`src/rtl/uic_pkg.sv`:
```
// constants for the first serial port option and irq routing block
package uic_pkg;
	// ---------------------------------------------------------------
	// register byte offsets
	// ---------------------------------------------------------------
	localparam logic [7:0] UIC_OFS_IRQ_STAT = 8'h00;
	localparam logic [7:0] UIC_OFS_IRQ_MASK = 8'h04;
	localparam logic [7:0] UIC_OFS_OPTION = 8'hf0;

	// ---------------------------------------------------------------
	// option register fields and reset values
	// ---------------------------------------------------------------
	localparam int UIC_BIT_MIDI = 0;
	localparam int UIC_BIT_HSPEED = 1;
	localparam int UIC_RSV_LSB = 2;
	localparam int UIC_RSV_MSB = 6;
	localparam int UIC_BIT_SHARE = 7;
	localparam logic [7:0] UIC_OPTION_RST = 8'h00;
	localparam logic [1:0] UIC_STAT_RST = 2'h0;
	localparam logic [1:0] UIC_MASK_RST = 2'h0;

	// ---------------------------------------------------------------
	// interrupt status bit positions
	// ---------------------------------------------------------------
	localparam int UIC_EV_UART1 = 0;
	localparam int UIC_EV_UART2 = 1;
	localparam int UIC_NUM_EV = 2;
endpackage

```
`src/rtl/uic_top.sv`:
```
// option register and shared irq routing for the first serial port
//
// Summary of operation
// option bit 0 enables midi rate
// option bit 1 enables high speed
// software writes zeros to bits 6..2
// share clear: each uart drives own pin
// share set: both pins carry merged value
// gate bit clear hides uart interrupt
// option reg cleared only by hard reset
//
// Added by the designer: the APB interface to the registers.
`timescale 1ns/100ps
module uic_top #(
	parameter int ADDR_W = 8
) (
	// clock and hard reset
	input wire logic pclk,
	input wire logic presetn,
	// soft reset, active low, leaves the option register alone
	input wire logic soft_rst_n,
	// apb slave
	input wire logic psel,
	input wire logic penable,
	input wire logic pwrite,
	input wire logic [ADDR_W-1:0] paddr,
	input wire logic [31:0] pwdata,
	input wire logic [3:0] pstrb,
	output logic [31:0] prdata,
	output logic pready,
	output logic pslverr,
	// uart interrupt requests and their aux output gate bits
	input wire logic uart1_irq,
	input wire logic uart1_aux_output_irq_gate,
	input wire logic uart2_irq,
	input wire logic uart2_aux_output_irq_gate,
	// host irq pins, output value and output enable
	output logic irq_pin1_out,
	output logic irq_pin1_oe,
	output logic irq_pin2_out,
	output logic irq_pin2_oe,
	// option outputs to the uart
	output logic midi_enable,
	output logic high_speed_enable,
	// block interrupt
	output logic irq
);

	// ---------------------------------------------------------------
	// state
	// ---------------------------------------------------------------
	typedef struct packed {
		logic [7:0] option;
		logic [uic_pkg::UIC_NUM_EV-1:0] stat;
		logic [uic_pkg::UIC_NUM_EV-1:0] mask;
		logic pin1_out;
		logic pin1_oe;
		logic pin2_out;
		logic pin2_oe;
		logic irq;
		logic [31:0] rdata;
		logic ready;
		logic slverr;
	} uic_state_t;

	uic_state_t s_r;
	uic_state_t s_nxt;

	logic g1;
	logic g2;
	logic share;
	logic setup;
	logic wr_done;
	logic mapped;
	logic [uic_pkg::UIC_NUM_EV-1:0] ev;

	// ---------------------------------------------------------------
	// next state
	// ---------------------------------------------------------------
	always_comb
	begin
		s_nxt = s_r;
		share = s_r.option[uic_pkg::UIC_BIT_SHARE];
		// gate by aux bit
		g1 = uart1_aux_output_irq_gate & uart1_irq;
		g2 = uart2_aux_output_irq_gate & uart2_irq;
		ev = '0;
		ev[uic_pkg::UIC_EV_UART1] = g1;
		ev[uic_pkg::UIC_EV_UART2] = g2;
		setup = psel & ~penable;
		wr_done = psel & penable & s_r.ready & pwrite & ~s_r.slverr;
		mapped = (paddr[7:0] == uic_pkg::UIC_OFS_OPTION)
			| (paddr[7:0] == uic_pkg::UIC_OFS_IRQ_STAT)
			| (paddr[7:0] == uic_pkg::UIC_OFS_IRQ_MASK);
		if (ADDR_W > 8)
		begin
			mapped = mapped & ~(|(paddr >> 8));
		end

		// apb answer is prepared in setup and shown in the first access cycle
		s_nxt.ready = setup;
		s_nxt.slverr = setup & ~mapped;
		if (setup)
		begin
			s_nxt.rdata = 32'h0000_0000;
			if (paddr[7:0] == uic_pkg::UIC_OFS_OPTION)
			begin
				s_nxt.rdata[7:0] = s_r.option;
			end
			else if (paddr[7:0] == uic_pkg::UIC_OFS_IRQ_STAT)
			begin
				s_nxt.rdata[uic_pkg::UIC_NUM_EV-1:0] = s_r.stat;
			end
			else if (paddr[7:0] == uic_pkg::UIC_OFS_IRQ_MASK)
			begin
				s_nxt.rdata[uic_pkg::UIC_NUM_EV-1:0] = s_r.mask;
			end
		end

		// option register write, bits 6..2 stored as written
		if (wr_done && pstrb[0] && paddr[7:0] == uic_pkg::UIC_OFS_OPTION)
		begin
			s_nxt.option = pwdata[7:0];
		end
		if (wr_done && pstrb[0] && paddr[7:0] == uic_pkg::UIC_OFS_IRQ_MASK)
		begin
			s_nxt.mask = pwdata[uic_pkg::UIC_NUM_EV-1:0];
		end

		// write one to clear; a new event in the same cycle wins
		if (wr_done && pstrb[0] && paddr[7:0] == uic_pkg::UIC_OFS_IRQ_STAT)
		begin
			s_nxt.stat = s_r.stat & ~pwdata[uic_pkg::UIC_NUM_EV-1:0];
		end
		s_nxt.stat = s_nxt.stat | ev;

		// soft reset clears the event logic only
		if (!soft_rst_n)
		begin
			s_nxt.stat = uic_pkg::UIC_STAT_RST;
			s_nxt.mask = uic_pkg::UIC_MASK_RST;
		end
		s_nxt.irq = |(s_nxt.stat & s_nxt.mask);

		// pins lag inputs by one cycle so that they come from flops
		if (!share)
		begin
			// separate pins
			s_nxt.pin1_oe = uart1_aux_output_irq_gate;
			s_nxt.pin1_out = uart1_aux_output_irq_gate & uart1_irq;
			s_nxt.pin2_oe = uart2_aux_output_irq_gate;
			s_nxt.pin2_out = uart2_aux_output_irq_gate & uart2_irq;
		end
		else
		begin
			// merged pins
			s_nxt.pin1_oe = uart1_aux_output_irq_gate | uart2_aux_output_irq_gate;
			s_nxt.pin1_out = g1 | g2;
			s_nxt.pin2_oe = s_nxt.pin1_oe;
			s_nxt.pin2_out = s_nxt.pin1_out;
		end
	end

	// ---------------------------------------------------------------
	// registers
	// ---------------------------------------------------------------
	// only the hard reset restores the option default
	always_ff @(posedge pclk or negedge presetn)
	begin
		if (!presetn)
		begin
			s_r.option <= uic_pkg::UIC_OPTION_RST;
			s_r.stat <= uic_pkg::UIC_STAT_RST;
			s_r.mask <= uic_pkg::UIC_MASK_RST;
			s_r.pin1_out <= 1'b0;
			s_r.pin1_oe <= 1'b0;
			s_r.pin2_out <= 1'b0;
			s_r.pin2_oe <= 1'b0;
			s_r.irq <= 1'b0;
			s_r.rdata <= 32'h0000_0000;
			s_r.ready <= 1'b0;
			s_r.slverr <= 1'b0;
		end
		else
		begin
			s_r <= s_nxt;
		end
	end

	assign prdata = s_r.rdata;
	assign pready = s_r.ready;
	assign pslverr = s_r.slverr;
	assign irq_pin1_out = s_r.pin1_out;
	assign irq_pin1_oe = s_r.pin1_oe;
	assign irq_pin2_out = s_r.pin2_out;
	assign irq_pin2_oe = s_r.pin2_oe;
	assign midi_enable = s_r.option[uic_pkg::UIC_BIT_MIDI];
	assign high_speed_enable = s_r.option[uic_pkg::UIC_BIT_HSPEED];
	assign irq = s_r.irq;

	// ---------------------------------------------------------------
	// checks
	// ---------------------------------------------------------------
	// midi follows written bit
	midi_write_a: assert property (@(posedge pclk) disable iff (!presetn)
		(psel && penable && pready && pwrite && !pslverr && pstrb[0]
			&& paddr[7:0] == uic_pkg::UIC_OFS_OPTION)
		|=> (midi_enable == $past(pwdata[0])))
		else $error("midi enable did not follow write");

	// high speed follows written bit
	hspeed_write_a: assert property (@(posedge pclk) disable iff (!presetn)
		(psel && penable && pready && pwrite && !pslverr && pstrb[0]
			&& paddr[7:0] == uic_pkg::UIC_OFS_OPTION)
		|=> (high_speed_enable == $past(pwdata[1])))
		else $error("high speed enable did not follow write");

	// sampled presetn keeps pin checks except gate_hide_a off the release edge, where the flops still reset
	// separate pin one
	pin1_sep_a: assert property (@(posedge pclk) disable iff (!presetn)
		presetn && !s_r.option[uic_pkg::UIC_BIT_SHARE] ##1 $stable(s_r.option)
		|-> (irq_pin1_oe == $past(uart1_aux_output_irq_gate))
			&& (!irq_pin1_oe || irq_pin1_out == $past(uart1_irq)))
		else $error("pin one wrong in separate mode");

	// separate pin two
	pin2_sep_a: assert property (@(posedge pclk) disable iff (!presetn)
		presetn && !s_r.option[uic_pkg::UIC_BIT_SHARE] ##1 $stable(s_r.option)
		|-> (irq_pin2_oe == $past(uart2_aux_output_irq_gate))
			&& (!irq_pin2_oe || irq_pin2_out == $past(uart2_irq)))
		else $error("pin two wrong in separate mode");

	// shared pins equal and merged
	pin_share_a: assert property (@(posedge pclk) disable iff (!presetn)
		presetn && s_r.option[uic_pkg::UIC_BIT_SHARE] ##1 $stable(s_r.option)
		|-> (irq_pin1_out == irq_pin2_out) && (irq_pin1_oe == irq_pin2_oe)
			&& (irq_pin1_oe == ($past(uart1_aux_output_irq_gate)
				|| $past(uart2_aux_output_irq_gate))))
		else $error("shared pins disagree");

	// gated uart cannot raise shared pin
	gate_hide_a: assert property (@(posedge pclk) disable iff (!presetn)
		(s_r.option[uic_pkg::UIC_BIT_SHARE] && !uart1_aux_output_irq_gate
			&& !(uart2_aux_output_irq_gate && uart2_irq) && uart1_irq)
		##1 $stable(s_r.option) |-> !irq_pin1_out)
		else $error("gated uart reached the pin");

	// soft reset keeps the option register
	soft_keep_a: assert property (@(posedge pclk) disable iff (!presetn)
		(!soft_rst_n && !(psel && penable && pready && pwrite))
		|=> $stable(s_r.option))
		else $error("soft reset disturbed the option register");

	irq_mask_a: assert property (@(posedge pclk) disable iff (!presetn)
		irq |-> |(s_r.stat & s_r.mask))
		else $error("irq without unmasked status");

	// gated uart kept off its own pin
	pin1_hide_a: assert property (@(posedge pclk) disable iff (!presetn)
		(presetn && !s_r.option[uic_pkg::UIC_BIT_SHARE] && !uart1_aux_output_irq_gate)
		##1 $stable(s_r.option) |-> (!irq_pin1_oe && !irq_pin1_out))
		else $error("gated uart one drove its pin");

	// shared line undriven with both gates clear
	share_idle_a: assert property (@(posedge pclk) disable iff (!presetn)
		(presetn && s_r.option[uic_pkg::UIC_BIT_SHARE] && !uart1_aux_output_irq_gate
			&& !uart2_aux_output_irq_gate)
		##1 $stable(s_r.option) |-> (!irq_pin1_oe && !irq_pin2_oe))
		else $error("shared line driven with both gates clear");

	// any enabled request raises both pins
	share_merge_a: assert property (@(posedge pclk) disable iff (!presetn)
		(presetn && s_r.option[uic_pkg::UIC_BIT_SHARE]
			&& ((uart1_aux_output_irq_gate && uart1_irq)
				|| (uart2_aux_output_irq_gate && uart2_irq)))
		##1 $stable(s_r.option) |-> (irq_pin1_out && irq_pin2_out))
		else $error("shared line missed a request");

	// enabled request latches its status bit
	stat_set_a: assert property (@(posedge pclk) disable iff (!presetn)
		(presetn && soft_rst_n && uart1_aux_output_irq_gate && uart1_irq)
		|=> s_r.stat[uic_pkg::UIC_EV_UART1])
		else $error("uart one request not latched");

	// write one clears a quiet status bit
	stat_clear_a: assert property (@(posedge pclk) disable iff (!presetn)
		(presetn && psel && penable && pready && pwrite && !pslverr && pstrb[0]
			&& paddr[7:0] == uic_pkg::UIC_OFS_IRQ_STAT && pwdata[0]
			&& !(uart1_aux_output_irq_gate && uart1_irq))
		|=> !s_r.stat[uic_pkg::UIC_EV_UART1])
		else $error("status bit survived its clear");

	// soft reset empties status and mask
	soft_clear_a: assert property (@(posedge pclk) disable iff (!presetn)
		(presetn && !soft_rst_n) |=> (s_r.stat == '0) && (s_r.mask == '0))
		else $error("soft reset left status or mask set");

	// apb answer stands for exactly one cycle
	ready_once_a: assert property (@(posedge pclk) disable iff (!presetn)
		(presetn && psel && !penable) |=> pready ##1 !pready)
		else $error("ready did not pulse once");

	// unmapped address answered with an error
	slverr_map_a: assert property (@(posedge pclk) disable iff (!presetn)
		(presetn && psel && !penable && paddr[7:0] != uic_pkg::UIC_OFS_OPTION
			&& paddr[7:0] != uic_pkg::UIC_OFS_IRQ_STAT
			&& paddr[7:0] != uic_pkg::UIC_OFS_IRQ_MASK)
		|=> pslverr)
		else $error("unmapped address not refused");

endmodule

```
`config.mk`:
```
export PLATFORM = sky130hd
export DESIGN_NAME = uic_top
export DESIGN_NICKNAME = d
export VERILOG_FILES = /design/src/rtl/uic_pkg.sv /design/src/rtl/uic_top.sv
export SDC_FILE = /design/constraint.sdc
export NUM_CORES = 1
export LEC_CHECK = 0
export BUFFER_PORTS_ARGS = -buffer_cell sky130_fd_sc_hd__buf_2
export CAP_MARGIN = 20
export CORE_ASPECT_RATIO = 1.1
export CORE_MARGIN = 2
export CORE_UTILIZATION = 38
export DETAILED_ROUTE_END_ITERATION = 10
export PLACE_DENSITY = 0.76
export SETUP_SLACK_MARGIN = 0.02
export SLEW_MARGIN = 20
export SYNTH_ARGS = -nofsm -noshare
export SYNTH_HDL_FRONTEND = slang
export SYNTH_SLANG_ARGS = --single-unit
```
`constraint.sdc`:
```
create_clock -name pclk -period 1.9 [get_ports pclk]
set_clock_uncertainty 0.15 [all_clocks]
set_input_delay 0.19 -clock pclk [delete_from_list [all_inputs] [get_ports pclk]]
set_output_delay 0.19 -clock pclk [all_outputs]
set_load 0.01 [all_outputs]
```
==> impl_metrics.json, run 1 <==
{
  "outcome": "completed",
  "worstMarginPinSlew_ps": 570,
  "dpl_worst_slack_ps": -20.5,
  "ff2ff_path_depth": 3,
  "rsz0062_at_grt": "yes",
  "wl_per_cell_um": 11.5,
  "synthTopCellsByArea": "dfrtp_1, buf_4, mux2_4",
  "final_nets": 242,
  "min_to": "irq_pin1_oe",
  "grtUsageTotal_pct": 13.2,
  "fmax_mhz": 545,
  "hold_class": "primary input to flip-flop",
  "crit_required_ps": 1910,
  "htreeDepth": 1,
  "initial_core_util_pct": 39.6,
  "most-common-layout-cells": "buf_2, dfrtp_1, conb_1, nand2_1",
  "core_area_mm2": 0.00365,
  "worst_slack_ps": 65.5,
  "synthAdderAreaFrac_pct": 0,
  "crit_chain": "nand4b_1 > or4_4 > mux2_4",
  "p_leak_uw": 0.000912,
  "reg2reg_to": "s_r[49]",
  "stdcell_count": 237,
  "synth_top_family_by_area": "buffers and inverters",
  "cts_sinks": 27,
  "ys_types": 28,
  "dpl.cell_count": 227,
  "grt_pass1_wl_um": 4350,
  "grt_pass1_vias": 966,
  "fill_cells": 374,
  "drive_above_1_share_pct": 36.4,
  "die_area_mm2": 0.00432,
  "post-route-period-util_pct": 96.6,
  "synth_warnings": 0,
  "slowest_stage": "or4_4",
  "post-route-min-period_ps": 1830,
  "cp_max_fo": 8,
  "path_delay_family": "simple AND/OR/NAND/NOR gates",
  "setup_viol": 0,
  "report.final.slew_viol_count": 0,
  "io_buffer_count": 43,
  "finish.utilization_pct": 47.1,
  "synthesis.area_mm2": 0.00145,
  "antenna_cells": 0,
  "gr-total-overflow": 0,
  "min_from": "uart1_aux_output_irq_gate",
  "irDropWorstVdd_uv": 248,
  "cts_root_buf": "clkbuf_8",
  "via_per_inst": 4.46,
  "r2r_slack_ps": 70,
  "synth_top_area_cell": "dfrtp_1",
  "clk_pin_slew_ps": 90,
  "final_common_cell": "buf_2",
  "worst_setup_path_start_kind": "flip-flop",
  "synth-xor-area-share_pct": 0,
  "synthToLayoutAreaGrowth_pct": 19.0,
  "numCtsBuffers": 3,
  "cap_violations": 0,
  "vias": 1056,
  "grt_max_degree": 28,
  "synth_compound_area_share_pct": 9.08,
  "gp_congestion": 0.872,
  "antenna_found_initial": 0,
  "firstDrtPassIters": 4,
  "path_buf_inv": 0,
  "cts_tree": "yes",
  "holdPathStages": 2,
  "cp-end-kind": "flip-flop",
  "hpwlAfterDp_um": 2120,
  "post_synth_mux_area_share_pct": 9.68,
  "worstReg2RegStart": "pslverr",
  "synth_area_per_cell_um2": 10.4,
  "std_cell_rows": 23,
  "slew_headroom_pct": 62.0,
  "cts_buffer_depth": 2,
  "hold_viol": 0,
  "ff_latch_area_um2": 676,
  "ant_nets": 0,
  "crit_arrival_ps": 1850,
  "drt-total-wl_um": 2730,
  "drc_errors": 0,
  "finalPower_uw": 1050,
  "die_width_um": 62.9,
  "synth_cells": 139,
  "seq_area_frac_synth_pct": 46.7,
  "worstSetupPathType": "flip-flop to flip-flop",
  "die_height_um": 68.7,
  "multiInputGateArea_um2": 593,
  "synth_seq_cells": 27,
  "yosysTopAreaCellShare_pct": 46.7,
  "max_stage_delay_ps": 590,
  "first_iter_violations": 31,
  "post_cts_buffers": 0,
  "insertion_delay_ps": 270,
  "pwr_density_cell_mw_per_mm2": 610,
  "num_io_pins": 95,
  "synth-simple-area-share_pct": 15.6
}
==> worst max path at each step <==
stage,startpoint,cells past startpoint,endpoint,slack [ps]
6_report,pslverr,3,s_r[49],70
5_1_grt,pslverr,3,s_r[50],9
4_1_cts,pslverr,3,s_r[49],100
3_5_place_dp,paddr[1],4,s_r[49],-20
3_3_place_gp,paddr[1],4,midi_enable,-10
2_1_floorplan,paddr[1],5,high_speed_enable,10
==> per-stage QoR <==
step	instance area (µm²)	TNS [ps]	hold WS, ps
after detailed placement	1610	-131	75.2
after CTS	1710	0	1.94
after floorplan	1540	0	-256
after global routing	1720	0	13.4
after global placement	1610	-91.3	71.6
final	1720	0	6.16
==> worst reg2reg max path, delay by kind of cell, from the launching register on <==
family / cells / cell delay, ps
flops: 1 / 380
mux: 1 / 330
simple gates: 2 / 860
==> state kept, by name, summed over array words and instances, names as in the netlist <==
signal,cells
high_speed_enable,1
irq_pin1_oe,1
s_r,10
irq,1
irq_pin1_out,1
irq_pin2_oe,1
irq_pin2_out,1
pslverr,1
prdata,8
midi_enable,1
pready,1
==> routing by layer <==
layer	GRT usage [%]	up-vias	routed length (µm)
li1	-	519	-
met4	8.33	0	86
met5	0	-	0
met3	2.11	8	155
met1	14.9	482	1070
met2	23.8	47	1420
==> repair_timing <==
item                                    CTS  global route
hold buffers                              5             1
resized for setup                         0             1
hold endpoints to repair                 31             1
endpoints found under the setup margin    0             3
==> cell families (layout without fill, tap and decap cells) <==
logic type,count (synthesis),after routing
flops,27,27
compound gates,21,21
other cells,1,24
simple gates,42,42
buf+inv,38,63
mux,10,10
==> synthesized netlist by cell type <==
cell and instances:
inv_1 2, buf_2 1, nand2_1 22, nand4b_1 1
nand3_1 3, dfrtp_1 27, nor3_1 1, a22o_1 1
mux2i_1 2, clkbuf_1 2, or4_4 2, a32o_1 2
nor4_2 1, buf_6 1, nor3b_2 1, o21ai_0 6
a21oi_1 8, nand2b_1 3, and4_1 1, nor2_1 2
or3_1 1, nor4_1 2, buf_4 32, mux2_4 8
and2_1 2, conb_1 1, a41oi_1 2, a21o_1 2
==> final cells by class <==
type,instances,share of cell area [%]
flip-flops and latches,27,39.2
multi-input cells,97,34.4
repair buffers,57,19.5
well taps,50,3.63
clock buffers,3,2.40
clock inverters,1,0.436
inverters,2,0.436
==> power breakdown <==
part / internal (µW) / switching, µW
sequential: 585 / 4.59
clock: 149 / 181
combinational: 51.5 / 80.1
(Power assumes the default switching activity.)
==> run 2: changes to the inputs <==
Settings changed: CELL_PAD_IN_SITES_DETAIL_PLACEMENT set to 2, CELL_PAD_IN_SITES_GLOBAL_PLACEMENT set to 2, CORE_UTILIZATION 38 to 21, SKIP_CTS_REPAIR_TIMING set to 1.
==> run 2 against run 1 <==
Compared with the run above: non-clock buffer count unchanged; critical path depth unchanged; critical path type unchanged; core utilization down 21 points; register-to-register slack worse by 20 ps; count of clock-buffer cells in the layout up 1; design area up 2.1%; largest cell class unchanged.
==> impl_metrics.json, run 2 (same netlist as run 1, synthesis figures left out) <==
{
  "globalRouteMet3Util_pct": 2.82,
  "placed_cell_area_mm2": 0.00165,
  "grt_use_met2_pct": 18.2,
  "grtUsageTotal_pct": 9.99,
  "std_cell_rows": 31,
  "stdcell_area_mm2": 0.00176,
  "grt_max_degree": 28,
  "use_met1_pct": 11.6,
  "hpwlAfterDp_um": 2950,
  "grt_pass1_wl_um": 5990,
  "die_width_um": 83.2,
  "post-route-period-util_pct": 97.6,
  "worst_slack_ps": 46.3,
  "cp_max_fo": 8,
  "whs_ps": 6.01,
  "fill_cells": 753,
  "first_iter_violations": 5,
  "drt-total-wl_um": 3710,
  "insertion_delay_ps": 270,
  "drc_errors": 0,
  "grt_most_used_layer": "met2",
  "hold_viol": 0,
  "gr-total-overflow": 0,
  "synthToLayoutAreaGrowth_pct": 21.5,
  "via_per_inst": 4.05,
  "crit_required_ps": 1910,
  "die_height_um": 91.1,
  "drive_above_1_share_pct": 35.8,
  "finish.utilization_pct": 26.5,
  "tns_ps": 0,
  "largest_reg_flops": 10,
  "htreeDepth": 1,
  "wl_per_cell_um": 13.8,
  "numCtsBuffers": 3,
  "cts_buffer_depth": 2,
  "pwr_density_cell_mw_per_mm2": 595,
  "gp_congestion": 0.811,
  "clk_pin_slew_ps": 90,
  "outcome": "completed",
  "cp-end-kind": "flip-flop",
  "worst_setup_path_start_kind": "flip-flop",
  "hold_class": "primary input to flip-flop",
  "p_leak_uw": 0.000913,
  "post-route-min-period_ps": 1850,
  "cts_sinks": 27,
  "worstSetupPathType": "flip-flop to flip-flop",
  "firstDrtPassIters": 4,
  "final_common_cell": "buf_2",
  "ant_nets": 0,
  "slew_headroom_pct": 57.4,
  "cts_tree": "yes",
  "cts_root_buf": "clkbuf_8",
  "num_io_pins": 95,
  "most-common-layout-cells": "buf_2, dfrtp_1, conb_1, nand2_1",
  "io_buffer_count": 43,
  "antenna_cells": 0,
  "report.final.slew_viol_count": 0,
  "die_area_mm2": 0.00757,
  "rsz0062_at_grt": "yes",
  "initial_core_util_pct": 21.8,
  "irDropWorstVdd_uv": 264,
  "grt_pass1_vias": 1202,
  "antenna_found_initial": 0,
  "worstMarginPinSlew_ps": 639,
  "fmax_mhz": 539,
  "largest_register": "s_r",
  "final_nets": 242,
  "dpl_worst_slack_ps": -103,
  "cap_violations": 0,
  "setup_viol": 0,
  "vias": 1090,
  "core_area_mm2": 0.00663,
  "crit_arrival_ps": 1870
}
==> run 2: changes by cell type in the layout (fill, tap and decap cells not counted) <==
cell	change
clkbuf_1	+1
clkinvlp_4	-1
==> run 2: final cells by class <==
| cell class | count | area (µm²) | share of cell area [%] |
|---|---|---|---|
| clock buffers | 4 | 45.0 | 2.56 |
| inverters | 2 | 7.51 | 0.427 |
| multi-input cells | 97 | 593 | 33.7 |
| flip-flops and latches | 27 | 676 | 38.4 |
| well taps | 82 | 103 | 5.83 |
| repair buffers | 57 | 335 | 19.1 |
==> run 2: worst max-delay path, stage by stage, from the launching register on <==
cell	delay [ps]
dfrtp_1	390
nand4b_1	270
or4_4	590
mux2_4	340
==> run 2: metal layers <==
metal,wire length (µm),vias to the layer above
li1,-,517
met1,1540,526
met2,1890,43
met3,247,4
met4,31,0
met5,0,-
==> run 2: where the power goes <==
group,switching [µW],internal [µW]
registers,6.02,585
clock network,170,150
logic,84.4,52.0
total,260,787
==> run 2: through the flow <==
stage               std cells  power (µW)
finish                    269        1050
global route              269        1120
CTS                       263        1070
detailed placement        259         731
global placement          259         725
floorplan                 162         695
==> run 2: worst paths after layout <==
kind | slack [ps] | cells past startpoint | end | start
hold / removal | 6 | 2 | s_r[48] | pwdata[5]
setup / recovery | 50 | 3 | s_r[48] | pslverr
max in group asynchronous | 860 | 2 | midi_enable | presetn
setup reg to reg | 50 | 3 | s_r[48] | pslverr
hold reg to reg | 340 | 2 | prdata[7] | prdata[7]
min in group asynchronous | 320 | 2 | prdata[6] | presetn
